## src/verilog/ssp_consts.vh

```
`ifndef SSP_CONSTS_VH
`define SSP_CONSTS_VH

// Register indices; the APB byte address is four times the index.
`define SSP_IDX_CONTROL      8'h0a
`define SSP_IDX_STATUS       8'h0b
`define SSP_IDX_DATA         8'h0c
`define SSP_ADDR_CONTROL     12'h028
`define SSP_ADDR_STATUS      12'h02c
`define SSP_ADDR_DATA        12'h030

// Field positions.
`define SSP_CTL_ENABLE_BIT   6
`define SSP_CTL_MASTER_BIT   4
`define SSP_STS_DONE_BIT     7
`define SSP_STS_COLL_BIT     6

// Reset values.
`define SSP_CONTROL_RESET    8'h00
`define SSP_STATUS_RESET     8'h00

// Bits per transfer and master clock half periods in clk_i cycles.
`define SSP_BITS_PER_XFER    4'h8
`define SSP_HALF_RATE_0      8'h02
`define SSP_HALF_RATE_1      8'h04
`define SSP_HALF_RATE_2      8'h08
`define SSP_HALF_RATE_3      8'h10

`endif

```

## src/verilog/ssp_clk_div.v

```verilog
`timescale 1ns/10ps
`default_nettype none
`include "ssp_consts.vh"

module ssp_clk_div #(
    parameter CNT_W = 8
) (
    input  wire             clk_i,
    input  wire             rst_n_i,
    input  wire             run_i,
    input  wire [1:0]       rate_sel_i,
    output reg              tick_o
);

    // =====================================================================
    // Half period lookup and tick counter
    // =====================================================================
    function [CNT_W-1:0] half_period;
        input [1:0] sel;
        begin
            case (sel)
                2'b00:   half_period = `SSP_HALF_RATE_0;
                2'b01:   half_period = `SSP_HALF_RATE_1;
                2'b10:   half_period = `SSP_HALF_RATE_2;
                default: half_period = `SSP_HALF_RATE_3;
            endcase
        end
    endfunction

    reg [CNT_W-1:0] count;

    // The count restarts whenever the port is idle, so the first half
    // period of each byte is always full length.
    always @(posedge clk_i) begin
        if (!rst_n_i || !run_i) begin
            count  <= {CNT_W{1'b0}};
            tick_o <= 1'b0;
        end else if (count == half_period(rate_sel_i) - 1'b1) begin
            count  <= {CNT_W{1'b0}};
            tick_o <= 1'b1;
        end else begin
            count  <= count + 1'b1;
            tick_o <= 1'b0;
        end
    end

endmodule
`default_nettype wire

```

## src/verilog/ssp_top.v

```verilog
// Notes on behaviour
// - When enabled, data out pin is driven from the shift register's last stage.
// - First bit appears on the first falling clock edge, others on later falls.
// - A one-time option picks most or least significant bit first.
// - Control, status and data registers sit at indices 0A, 0B and 0C.
// - Enable routes shared pins to data out, data in and serial clock.
// - Clearing enable aborts a transfer, clears the bit count, frees pins.
// - In master mode a data write starts a transfer with an internal clock.
// - Data pins act the same in master and slave; only clock source differs.
// - Master select is always accessible; clearing it aborts; reset clears it.
// - Done flag is set on the last rising edge; later it only gates collision clearing.
// - Status read then data access clears done; the last edge sets it again.
// - Data access after the first fall and before done sets the collision flag.
// - Status read with done set, then data access, clears collision.
// - Reset clears both the done flag and the collision flag.
// - One unbuffered data register holds both bytes; writes overwrite it.
// - Reset leaves data unchanged; reads mid-transfer give ambiguous values.
// - Clock idles high, falls to begin, samples on rises, ends on eighth rise.
// - Data in pin is an input as soon as the port is enabled.
// - Master clock rate comes from two rate select option bits.
`timescale 1ns/10ps
`default_nettype none
`include "ssp_consts.vh"

module ssp_top (
    input  wire        clk_i,
    input  wire        rst_n_i,
    // APB slave
    input  wire        psel_i,
    input  wire        penable_i,
    input  wire        pwrite_i,
    input  wire [11:0] paddr_i,
    input  wire [31:0] pwdata_i,
    output reg  [31:0] prdata_o,
    output reg         pready_o,
    output reg         pslverr_o,
    // One-time option straps, caught while reset is held
    input  wire        bit_order_option_i,
    input  wire [1:0]  clock_rate_select_i,
    // General purpose port values for pins five to seven
    input  wire [2:0]  port_data_i,
    input  wire [2:0]  port_dir_i,
    // Shared pins: [0] pin five, [1] pin six, [2] pin seven
    input  wire [2:0]  shared_pin_i,
    output reg  [2:0]  shared_pin_o,
    output reg  [2:0]  shared_pin_oe_o
);

    // =====================================================================
    // Register bus access decode
    // =====================================================================
    reg  [7:0] control;
    reg  [7:0] status;
    reg  [7:0] shift_reg;
    reg        lsb_first;
    reg  [1:0] rate_sel;

    wire       port_enable = control[`SSP_CTL_ENABLE_BIT];
    wire       master_mode = control[`SSP_CTL_MASTER_BIT];
    wire       done_flag   = status[`SSP_STS_DONE_BIT];
    wire       coll_flag   = status[`SSP_STS_COLL_BIT];

    function mapped;
        input [11:0] addr;
        begin
            mapped = (addr == `SSP_ADDR_CONTROL) ||
                     (addr == `SSP_ADDR_STATUS)  ||
                     (addr == `SSP_ADDR_DATA);
        end
    endfunction

    wire apb_done   = psel_i && penable_i && pready_o;
    wire ctl_write  = apb_done && pwrite_i &&
                      (paddr_i == `SSP_ADDR_CONTROL);
    wire sts_read   = apb_done && !pwrite_i &&
                      (paddr_i == `SSP_ADDR_STATUS);
    wire data_acc   = apb_done && (paddr_i == `SSP_ADDR_DATA);
    wire data_write = data_acc && pwrite_i;

    // One wait state: pready rises in the first access cycle's next edge.
    always @(posedge clk_i) begin
        if (!rst_n_i) begin
            pready_o  <= 1'b0;
            pslverr_o <= 1'b0;
            prdata_o  <= 32'h0000_0000;
        end else if (psel_i && penable_i && !pready_o) begin
            pready_o  <= 1'b1;
            pslverr_o <= !mapped(paddr_i);
            case (paddr_i)
                `SSP_ADDR_CONTROL: prdata_o <= {24'h00_0000, control};
                `SSP_ADDR_STATUS:  prdata_o <= {24'h00_0000, status};
                `SSP_ADDR_DATA:    prdata_o <= {24'h00_0000, shift_reg};
                default:           prdata_o <= 32'h0000_0000;
            endcase
        end else begin
            pready_o  <= 1'b0;
            pslverr_o <= 1'b0;
        end
    end

    // =====================================================================
    // Option straps and control register
    // =====================================================================
    // Straps are sampled by a clocked process while reset is held.
    always @(posedge clk_i) begin
        if (!rst_n_i) begin
            lsb_first <= bit_order_option_i;
            rate_sel  <= clock_rate_select_i;
        end
    end

    // Only the enable and master select bits exist; others read as zero.
    // A control write mid-transfer is accepted as is; the flags may then
    // misbehave, which is left to software to avoid.
    always @(posedge clk_i) begin
        if (!rst_n_i) begin
            control <= `SSP_CONTROL_RESET;
        end else if (ctl_write) begin
            control <= 8'h00;
            control[`SSP_CTL_ENABLE_BIT] <= pwdata_i[`SSP_CTL_ENABLE_BIT];
            control[`SSP_CTL_MASTER_BIT] <= pwdata_i[`SSP_CTL_MASTER_BIT];
        end
    end

    // =====================================================================
    // Pin synchronisers and serial clock edge events
    // =====================================================================
    reg  [2:0] pin_meta;
    reg  [2:0] pin_sync;
    reg        sck_in_prev;

    always @(posedge clk_i) begin
        if (!rst_n_i) begin
            pin_meta    <= 3'h7;
            pin_sync    <= 3'h7;
            sck_in_prev <= 1'b1;
        end else begin
            pin_meta    <= shared_pin_i;
            pin_sync    <= pin_meta;
            sck_in_prev <= pin_sync[2];
        end
    end

    localparam ST_IDLE = 2'b00;
    localparam ST_WAIT = 2'b01;
    localparam ST_XFER = 2'b10;

    reg  [1:0] state;
    reg  [3:0] bit_count;
    reg        sck_master;
    reg        master_run;
    reg        serial_out;
    wire       tick;

    ssp_clk_div #(
        .CNT_W      (8)
    ) u_clk_div (
        .clk_i      (clk_i),
        .rst_n_i    (rst_n_i),
        .run_i      (master_run),
        .rate_sel_i (rate_sel),
        .tick_o     (tick)
    );

    // Slave edges come from the synchronised pin, master edges from ticks.
    wire slave_fall = !master_mode && sck_in_prev && !pin_sync[2];
    wire slave_rise = !master_mode && !sck_in_prev && pin_sync[2];
    wire sck_fall   = slave_fall || (master_run && tick && sck_master);
    wire sck_rise   = slave_rise || (master_run && tick && !sck_master);
    wire last_rise  = sck_rise && (state == ST_XFER) &&
                      (bit_count == `SSP_BITS_PER_XFER - 1'b1);
    wire abort      = !port_enable || (master_run && !master_mode);
    wire sdi_bit    = pin_sync[1];
    wire out_stage  = lsb_first ? shift_reg[0] : shift_reg[7];

    // =====================================================================
    // Transfer sequencer
    // =====================================================================
    always @(posedge clk_i) begin
        if (!rst_n_i) begin
            state      <= ST_IDLE;
            bit_count  <= 4'h0;
            sck_master <= 1'b1;
            master_run <= 1'b0;
            serial_out <= 1'b0;
        end else if (abort) begin
            state      <= ST_IDLE;
            bit_count  <= 4'h0;
            sck_master <= 1'b1;
            master_run <= 1'b0;
        end else begin
            if (master_run && tick) begin
                sck_master <= !sck_master;
            end
            case (state)
                ST_IDLE: begin
                    bit_count <= 4'h0;
                    if (master_mode && data_write) begin
                        state      <= ST_WAIT;
                        master_run <= 1'b1;
                    end else if (sck_fall) begin
                        state      <= ST_XFER;
                        serial_out <= out_stage;
                    end
                end
                ST_WAIT: begin
                    if (sck_fall) begin
                        state      <= ST_XFER;
                        serial_out <= out_stage;
                    end
                end
                ST_XFER: begin
                    if (sck_fall) begin
                        serial_out <= out_stage;
                    end
                    if (sck_rise) begin
                        bit_count <= bit_count + 1'b1;
                    end
                    if (last_rise) begin
                        state      <= ST_IDLE;
                        bit_count  <= 4'h0;
                        master_run <= 1'b0;
                    end
                end
                default: begin
                    state <= ST_IDLE;
                end
            endcase
        end
    end

    // =====================================================================
    // Shared data register
    // =====================================================================
    // No reset term, so the byte survives reset. A bus write wins over a
    // shift in the same cycle; such a write is a collision unless it lands on the eighth rise.
    always @(posedge clk_i) begin
        if (data_write) begin
            shift_reg <= pwdata_i[7:0];
        end else if (sck_rise && state == ST_XFER && port_enable) begin
            if (lsb_first) begin
                shift_reg <= {sdi_bit, shift_reg[7:1]};
            end else begin
                shift_reg <= {shift_reg[6:0], sdi_bit};
            end
        end
    end

    // =====================================================================
    // Status flags and their clearing sequence
    // =====================================================================
    reg clear_armed;
    reg coll_armed;

    always @(posedge clk_i) begin
        if (!rst_n_i) begin
            status      <= `SSP_STATUS_RESET;
            clear_armed <= 1'b0;
            coll_armed  <= 1'b0;
        end else begin
            if (sts_read) begin
                clear_armed <= 1'b1;
                coll_armed  <= done_flag;
            end else if (data_acc) begin
                clear_armed <= 1'b0;
                coll_armed  <= 1'b0;
            end
            // Set wins over clear in the same cycle.
            if (last_rise) begin
                status[`SSP_STS_DONE_BIT] <= 1'b1;
            end else if (data_acc && clear_armed) begin
                status[`SSP_STS_DONE_BIT] <= 1'b0;
            end
            if (data_acc && state == ST_XFER && !last_rise) begin
                status[`SSP_STS_COLL_BIT] <= 1'b1;
            end else if (data_acc && coll_armed) begin
                status[`SSP_STS_COLL_BIT] <= 1'b0;
            end
        end
    end

    // =====================================================================
    // Shared pin routing
    // =====================================================================
    always @(posedge clk_i) begin
        if (!rst_n_i) begin
            shared_pin_o    <= 3'h0;
            shared_pin_oe_o <= 3'h0;
        end else if (port_enable) begin
            shared_pin_o[0]    <= serial_out;
            shared_pin_oe_o[0] <= 1'b1;
            shared_pin_o[1]    <= 1'b0;
            shared_pin_oe_o[1] <= 1'b0;
            shared_pin_o[2]    <= sck_master;
            shared_pin_oe_o[2] <= master_mode;
        end else begin
            shared_pin_o    <= port_data_i;
            shared_pin_oe_o <= port_dir_i;
        end
    end

endmodule
`default_nettype wire
```

## config.mk

```make
export PLATFORM = sky130hd
export DESIGN_NAME = ssp_top
export DESIGN_NICKNAME = d
export VERILOG_FILES = /design/src/verilog/ssp_clk_div.v /design/src/verilog/ssp_top.v
export VERILOG_INCLUDE_DIRS = /design/src /design/src/verilog
export SDC_FILE = /design/constraint.sdc
export NUM_CORES = 1
export LEC_CHECK = 0
export ABC_AREA = 1
export BUFFER_PORTS_ARGS = -buffer_cell sky130_fd_sc_hd__buf_4
export CORE_MARGIN = 2
export CORE_UTILIZATION = 40
export CTS_CLUSTER_SIZE = 24
export DETAILED_ROUTE_END_ITERATION = 7
export GPL_TIMING_DRIVEN = 1
export HOLD_SLACK_MARGIN = 0.02
export PLACE_DENSITY = 0.73
export SYNTH_ARGS = -nofsm -noshare
export SYNTH_HDL_FRONTEND = slang
export SYNTH_HIERARCHICAL = 1
export SYNTH_SLANG_ARGS = --single-unit
export TNS_END_PERCENT = 1
```

## constraint.sdc

```tcl
create_clock -name clk_i -period 5.03 [get_ports clk_i]
set_input_delay 0.503 -clock clk_i [delete_from_list [all_inputs] [get_ports clk_i]]
set_output_delay 0.503 -clock clk_i [all_outputs]
set_load 0.02 [all_outputs]
```

==> results of run 1 <==
## layout make-up
class                           count  area (um^2)  area share
Multi-Input combinational cell    266         1329      0.4021
Clock inverter                      1        3.754    0.001136
Sequential cell                    56         1231      0.3726
Tap cell                           96        120.1     0.03635
Inverter                           43        161.4     0.04885
Clock buffer                        7        76.32     0.02310
Timing Repair Buffer               51        382.9      0.1159
## Yosys cell counts (3+ instances only)
master	instances	area share
dfxtp_1	45	0.32
nand2_4	3	0.012
buf_4	25	0.066
nand2_2	3	0.0066
nand2_1	75	0.099
nand3_1	25	0.044
buf_2	3	0.0053
nor2_4	3	0.012
edfxtp_1	11	0.12
a21oi_1	30	0.053
nor2_1	54	0.071
inv_1	40	0.053
inv_2	3	0.0039
nor2_2	4	0.0088
or2_2	5	0.011
o21ai_0	16	0.028
## worst max path at each step
stage | slack (ps) | startpoint | endpoint | depth (start not counted)
floorplan | 3150 | master_run | shift_reg[0] | 5
global placement | 2460 | paddr_i[2] | shift_reg[1] | 8
detailed placement | 2420 | paddr_i[2] | shift_reg[2] | 8
CTS | 2750 | paddr_i[2] | shift_reg[0] | 8
global route | 2510 | paddr_i[2] | shift_reg[0] | 8
finish | 2770 | paddr_i[2] | shift_reg[0] | 8
## routing by layer
metal	part of all wire	vias to the layer above
li1	-	1237
met1	0.48	1045
met2	0.46	63
met3	0.052	2
met4	0.0055	0
met5	0	-
## placed cells by master (no fill, tap or decap), types with 2 or more instances in the layout
cell type and n:
nand2_4 3, dfxtp_1 45, nand3b_1 2, nor2_1 54, buf_4 51, inv_1 40
a21oi_1 30, nand2_2 3, clkbuf_8 5, nor2_2 4, edfxtp_1 11, nand3_1 25
conb_1 24, xor2_1 2, nor2_4 3, or2_2 5, inv_2 3, xnor2_1 2
ha_1 2, o21ai_0 16, nand2_1 75, clkbuf_1 2
## kinds of logic (layout without fill, tap and decap cells)
family,count (synthesis),count (layout),synth area share
AOI/OAI and AO/OA,53,53,0.1069
xor gates and xnor gates,4,4,0.01227
adders and majority gates,2,2,0.008759
buffers and inverters,74,102,0.1340
DFF,56,56,0.4310
muxes,1,1,0.003504
other,1,24,0.001313
and+or+nand+nor,182,182,0.3022
## per-stage QoR
step	cell area [um^2]	std cells	power [mW]	utilization	worst slack (ps)
2_1_floorplan	2943	396	0.5481	-	3146
3_3_place_gp	3224	512	0.5688	0.4694	2462
3_5_place_dp	3224	512	0.5705	0.4694	2425
4_1_cts	3304	520	0.7991	0.4811	2749
5_1_grt	3304	520	0.8272	0.4811	2510
6_report	3304	520	0.7901	0.4811	2775
## where the power goes
part           switching (mW)  internal, mW  total, mW
Combinational          0.0515        0.0355     0.0870
Clock                   0.133        0.0974      0.230
Sequential            0.00642         0.466      0.473
## worst max-delay path, stage by stage
cell and delay, ps:
buf_4 120, inv_2 60, nand2_1 50, nor2_1 90
nand2_1 70, nor2_2 430, nand2_2 330, o21ai_0 520
==> results.sh, run 1 <==
export IMPL_cts_buffers_inserted=5
export IMPL_wl_um=5432
export IMPL_grt_pass1_vias=2299
export IMPL_drt_pass1_iterations=4
export IMPL_syn2layout_area_growth_pct=15.68
export IMPL_viasPerCell=4.513
export IMPL_min_from="clock_rate_select_i[1]"
export IMPL_synth_edf_count=11
export IMPL_synthFlopType="dfxtp_1"
export IMPL_synth_cells=373
export IMPL_drive_gt1_frac=0.2028
export IMPL_worstSetupStartpointType="input pin"
export IMPL_clock_latency_ps=300
export IMPL_power_density_mw_per_mm2=239.1
export IMPL_hold_ws_ps=375.6
export IMPL_cts_root_buf="clkbuf_8"
export IMPL_antennaDiodeCount=0
export IMPL_grt_total_usage=0.1535
export IMPL_io_buffers=51
export IMPL_dieArea_mm2=0.007833
export IMPL_irDropWorstVdd_mv=0.1537
export IMPL_max_freq_mhz=443.4
export IMPL_reg2reg_from="master_run"
export IMPL_min_path_type="in -> reg"
export IMPL_die_width_um=88.51
export IMPL_tns_ps=0
export IMPL_grt_max_degree=18
export IMPL_synth_area_mm2=0.002856
export IMPL_ctsHoldBuffers=0
export IMPL_worst_r2r_setup_slack_ps=2830
export IMPL_dp_hpwl_um=4227
export IMPL_boundaryPins=101
export IMPL_rows=30
export IMPL_initial_core_util=0.4158
export IMPL_cp_max_fo=17
export IMPL_fin_skew_ps=7.331
export IMPL_htree_num_levels=2
export IMPL_clock_sinks=56
export IMPL_drc=0
export IMPL_ys_ff_latch=56
export IMPL_top_usage_layer="met2"
export IMPL_core_area_mm2=0.006869
export IMPL_nFillCells=696
export IMPL_leakage_nw=1.438
export IMPL_ant_nets=0
export IMPL_worst_slew_pin_slew_ps=1106
export IMPL_postCtsSetupRepairBufs=0
export IMPL_worstHoldEndpoint="rate_sel[1]"
export IMPL_dieHeight_um=88.51
export IMPL_grt_overflow_total=0
export IMPL_finalSetupViolCount=0
export IMPL_ys_seq_area_frac=0.4310
export IMPL_nets=486
export IMPL_grt_use_met3=0.03172
export IMPL_critPathArrivalTime_ps=2180
export IMPL_clkTransAtPathRegs_ps=90
export IMPL_gp_congestion=0.7971
export IMPL_slew_headroom=0.2546
export IMPL_routedWlPerCell_um=10.45
export IMPL_min_path_cells=1
export IMPL_async_flop_share=0
export IMPL_period_minus_slack_ps=2255
export IMPL_crit_type="in -> reg"
export IMPL_antenna_found_initial=0
export IMPL_cts_tree="yes"
export IMPL_layout_worst_path_cycle_share=0.4484
export IMPL_rsz0062_at_grt="no"
export IMPL_hold_viol=0
export IMPL_grt_util_met2=0.2536
export IMPL_drv_slew=0
export IMPL_end_kind="flop"
export IMPL_rr_worst_depth=5
export IMPL_drv_cap=0
export IMPL_synth_cell_types=39
export IMPL_yosys_warnings=6
export IMPL_drtIter0Drc=104
export IMPL_rr_endpoint="shift_reg[0]"
export IMPL_run_status="completed"
export IMPL_crit_required_ps=4950
export IMPL_num_vias=2347
export IMPL_syn_avg_cell_area_um2=7.658
export IMPL_cts_resized=0
export IMPL_clockBufferDepth=2
export IMPL_grt_use_met1=0.2068
export IMPL_grt_pass1_wl_um=9660
Note: power is estimated with default switching activity, not from simulation.
==> inputs of run 2 (changes only) <==
ABC_AREA = 0   (was 1)
PLACE_DENSITY = 0.74   (was 0.73)
clock period = 2.14 ns   (was 5.03 ns; I/O delays follow)
==> results.sh, run 2 <==
export IMPL_run_status="completed"
export IMPL_grt_pass1_wl_um=9418
export IMPL_synth_area_mm2=0.002806
export IMPL_drc=0
export IMPL_clkTransAtPathRegs_ps=100
export IMPL_cts_buffers_inserted=5
export IMPL_leakage_nw=1.290
export IMPL_grt_total_usage=0.1556
export IMPL_antennaDiodeCount=0
export IMPL_finalSetupViolCount=0
export IMPL_clockBufferDepth=2
export IMPL_end_kind="flop"
export IMPL_max_freq_mhz=605.9
export IMPL_synth_simple_gate_area_frac=0.2305
export IMPL_total_power_mw=2.047
export IMPL_final_common_cell="buf_4"
export IMPL_slew_headroom=0.6663
export IMPL_layout_worst_path_cycle_share=0.7713
export IMPL_num_vias=2177
export IMPL_final_cell_mix="buf_4 (54), dfxtp_1 (45), conb_1 (24)"
export IMPL_cts_tree="yes"
export IMPL_placed_area_mm2=0.003196
export IMPL_syn_avg_cell_area_um2=9.779
export IMPL_fin_skew_ps=6.921
export IMPL_worstSetupStartpointType="flop"
export IMPL_yosysMostFrequentCell="dfxtp_1"
export IMPL_seqCellArea_mm2=0.001231
export IMPL_hold_viol=0
export IMPL_io_buffers=51
export IMPL_ys_top_cells_by_count="dfxtp_1 (45), buf_4 (24), nand2_1 (20)"
export IMPL_grt_pass1_vias=2048
export IMPL_cts_resized=0
export IMPL_yosys_warnings=6
export IMPL_synthMuxAreaShare=0.1008
export IMPL_synth_xor_area_frac=0.01560
export IMPL_irDropWorstVdd_mv=0.3517
export IMPL_antenna_found_initial=0
export IMPL_cts_root_buf="clkbuf_8"
export IMPL_synth_cell_types=56
export IMPL_drive_gt1_frac=0.2849
export IMPL_viasPerCell=5.028
export IMPL_ys_seq_area_frac=0.4387
export IMPL_rsz0062_at_grt="no"
export IMPL_ctsHoldBuffers=0
export IMPL_nFillCells=621
export IMPL_syn2layout_area_growth_pct=18.37
export IMPL_worst_r2r_setup_slack_ps=490
export IMPL_crit_type="reg -> reg"
export IMPL_tns_ps=0
export IMPL_dp_hpwl_um=4347
export IMPL_multi_input_area_mm2=0.001420
export IMPL_core_area_mm2=0.006794
export IMPL_synth_top_family_by_area="simple AND/OR/NAND/NOR gates"
export IMPL_wl_um=5811
export IMPL_synth_edf_count=11
export IMPL_drtIter0Drc=91
export IMPL_synth_compound_area_share=0.1181
export IMPL_async_flop_share=0
export IMPL_drv_cap=0
export IMPL_synth_top_area_share=0.3210
export IMPL_dieHeight_um=87.76
export IMPL_grt_max_degree=22
export IMPL_drt_pass1_iterations=4
export IMPL_synth_cells=287
export IMPL_gp_congestion=0.8418
export IMPL_htree_num_levels=2
export IMPL_synth_top_area_cell="dfxtp_1"
export IMPL_routedWlPerCell_um=13.42
export IMPL_clock_sinks=56
export IMPL_postLayoutCellArea_mm2=0.003322
export IMPL_min_path_type="in -> reg"
export IMPL_dieArea_mm2=0.007702
export IMPL_ant_nets=0
export IMPL_synthAdderAreaFrac=0.008917
export IMPL_initial_core_util=0.4131
export IMPL_cp_max_fo=8
export IMPL_ys_ff_latch=56
export IMPL_die_width_um=87.76
export IMPL_rows=30
export IMPL_synthFlopType="dfxtp_1"
export IMPL_boundaryPins=101
export IMPL_worst_slew_pin_slew_ps=499.8
export IMPL_synth_area_leaders="dfxtp_1 (32%), edfxtp_1 (12%), buf_4 (6.4%)"
export IMPL_clock_latency_ps=310
export IMPL_period_minus_slack_ps=1651
export IMPL_crit_required_ps=2150
export IMPL_nets=399
export IMPL_power_density_mw_per_mm2=616.2
export IMPL_critPathArrivalTime_ps=1660
export IMPL_drv_slew=0
export IMPL_postCtsSetupRepairBufs=0
export IMPL_grt_overflow_total=0
-- run 2: worst paths after layout --
path,from,end,cells after the start
max reg2reg,control[4],shift_reg[2],3
min reg2reg,pin_meta[1],pin_sync[1],1
max,control[4],shift_reg[2],3
min,bit_order_option_i,lsb_first,1
-- run 2: logic make-up (layout without fill, tap and decap cells) --
family / Yosys count / after routing
buf+inv: 40 / 67
xor+xnor: 5 / 5
compound gates: 52 / 52
simple gates: 108 / 108
flops: 56 / 56
other cells: 1 / 24
fa+ha+maj: 2 / 2
mux: 23 / 23
-- run 2: report_power, final --
part | switching (mW) | total, mW | internal, mW
clock | 0.341 | 0.755 | 0.413
sequential | 0.0118 | 1.10 | 1.09
combinational | 0.104 | 0.191 | 0.0871
-- run 2: through the flow --
stage,hold WS (ps),cells,utilization,worst slack [ps]
floorplan,287.0,310,-,464.8
global placement,390.2,425,0.4704,287.0
detailed placement,395.0,425,0.4704,265.5
CTS,69.74,433,0.4890,481.2
global route,58.67,433,0.4890,383.5
finish,76.13,433,0.4890,489.5
-- run 2: worst max-delay path, cell delays in order (launching register included) --
cell and delay [ps]:
dfxtp_1 410, nor3b_2 410, o21a_1 220, a31o_2 300
-- run 2: per-layer routing --
| layer | wire [um] | GRT usage | part of all wire |
|---|---|---|---|
| met5 | 0 | 0 | 0 |
| met4 | 97 | 0.05455 | 0.017 |
| met3 | 226 | 0.02922 | 0.039 |
| met2 | 2959 | 0.2748 | 0.51 |
| met1 | 2528 | 0.1891 | 0.44 |
-- run 2: layout make-up --
| class | count | area share |
|---|---|---|
| multi-input cells | 214 | 0.4275 |
| flip-flops and latches | 56 | 0.3706 |
| repair buffers | 54 | 0.1220 |
| well taps | 96 | 0.03616 |
| clock buffers | 7 | 0.02900 |
| clock inverters | 1 | 0.009040 |
| inverters | 5 | 0.005650 |
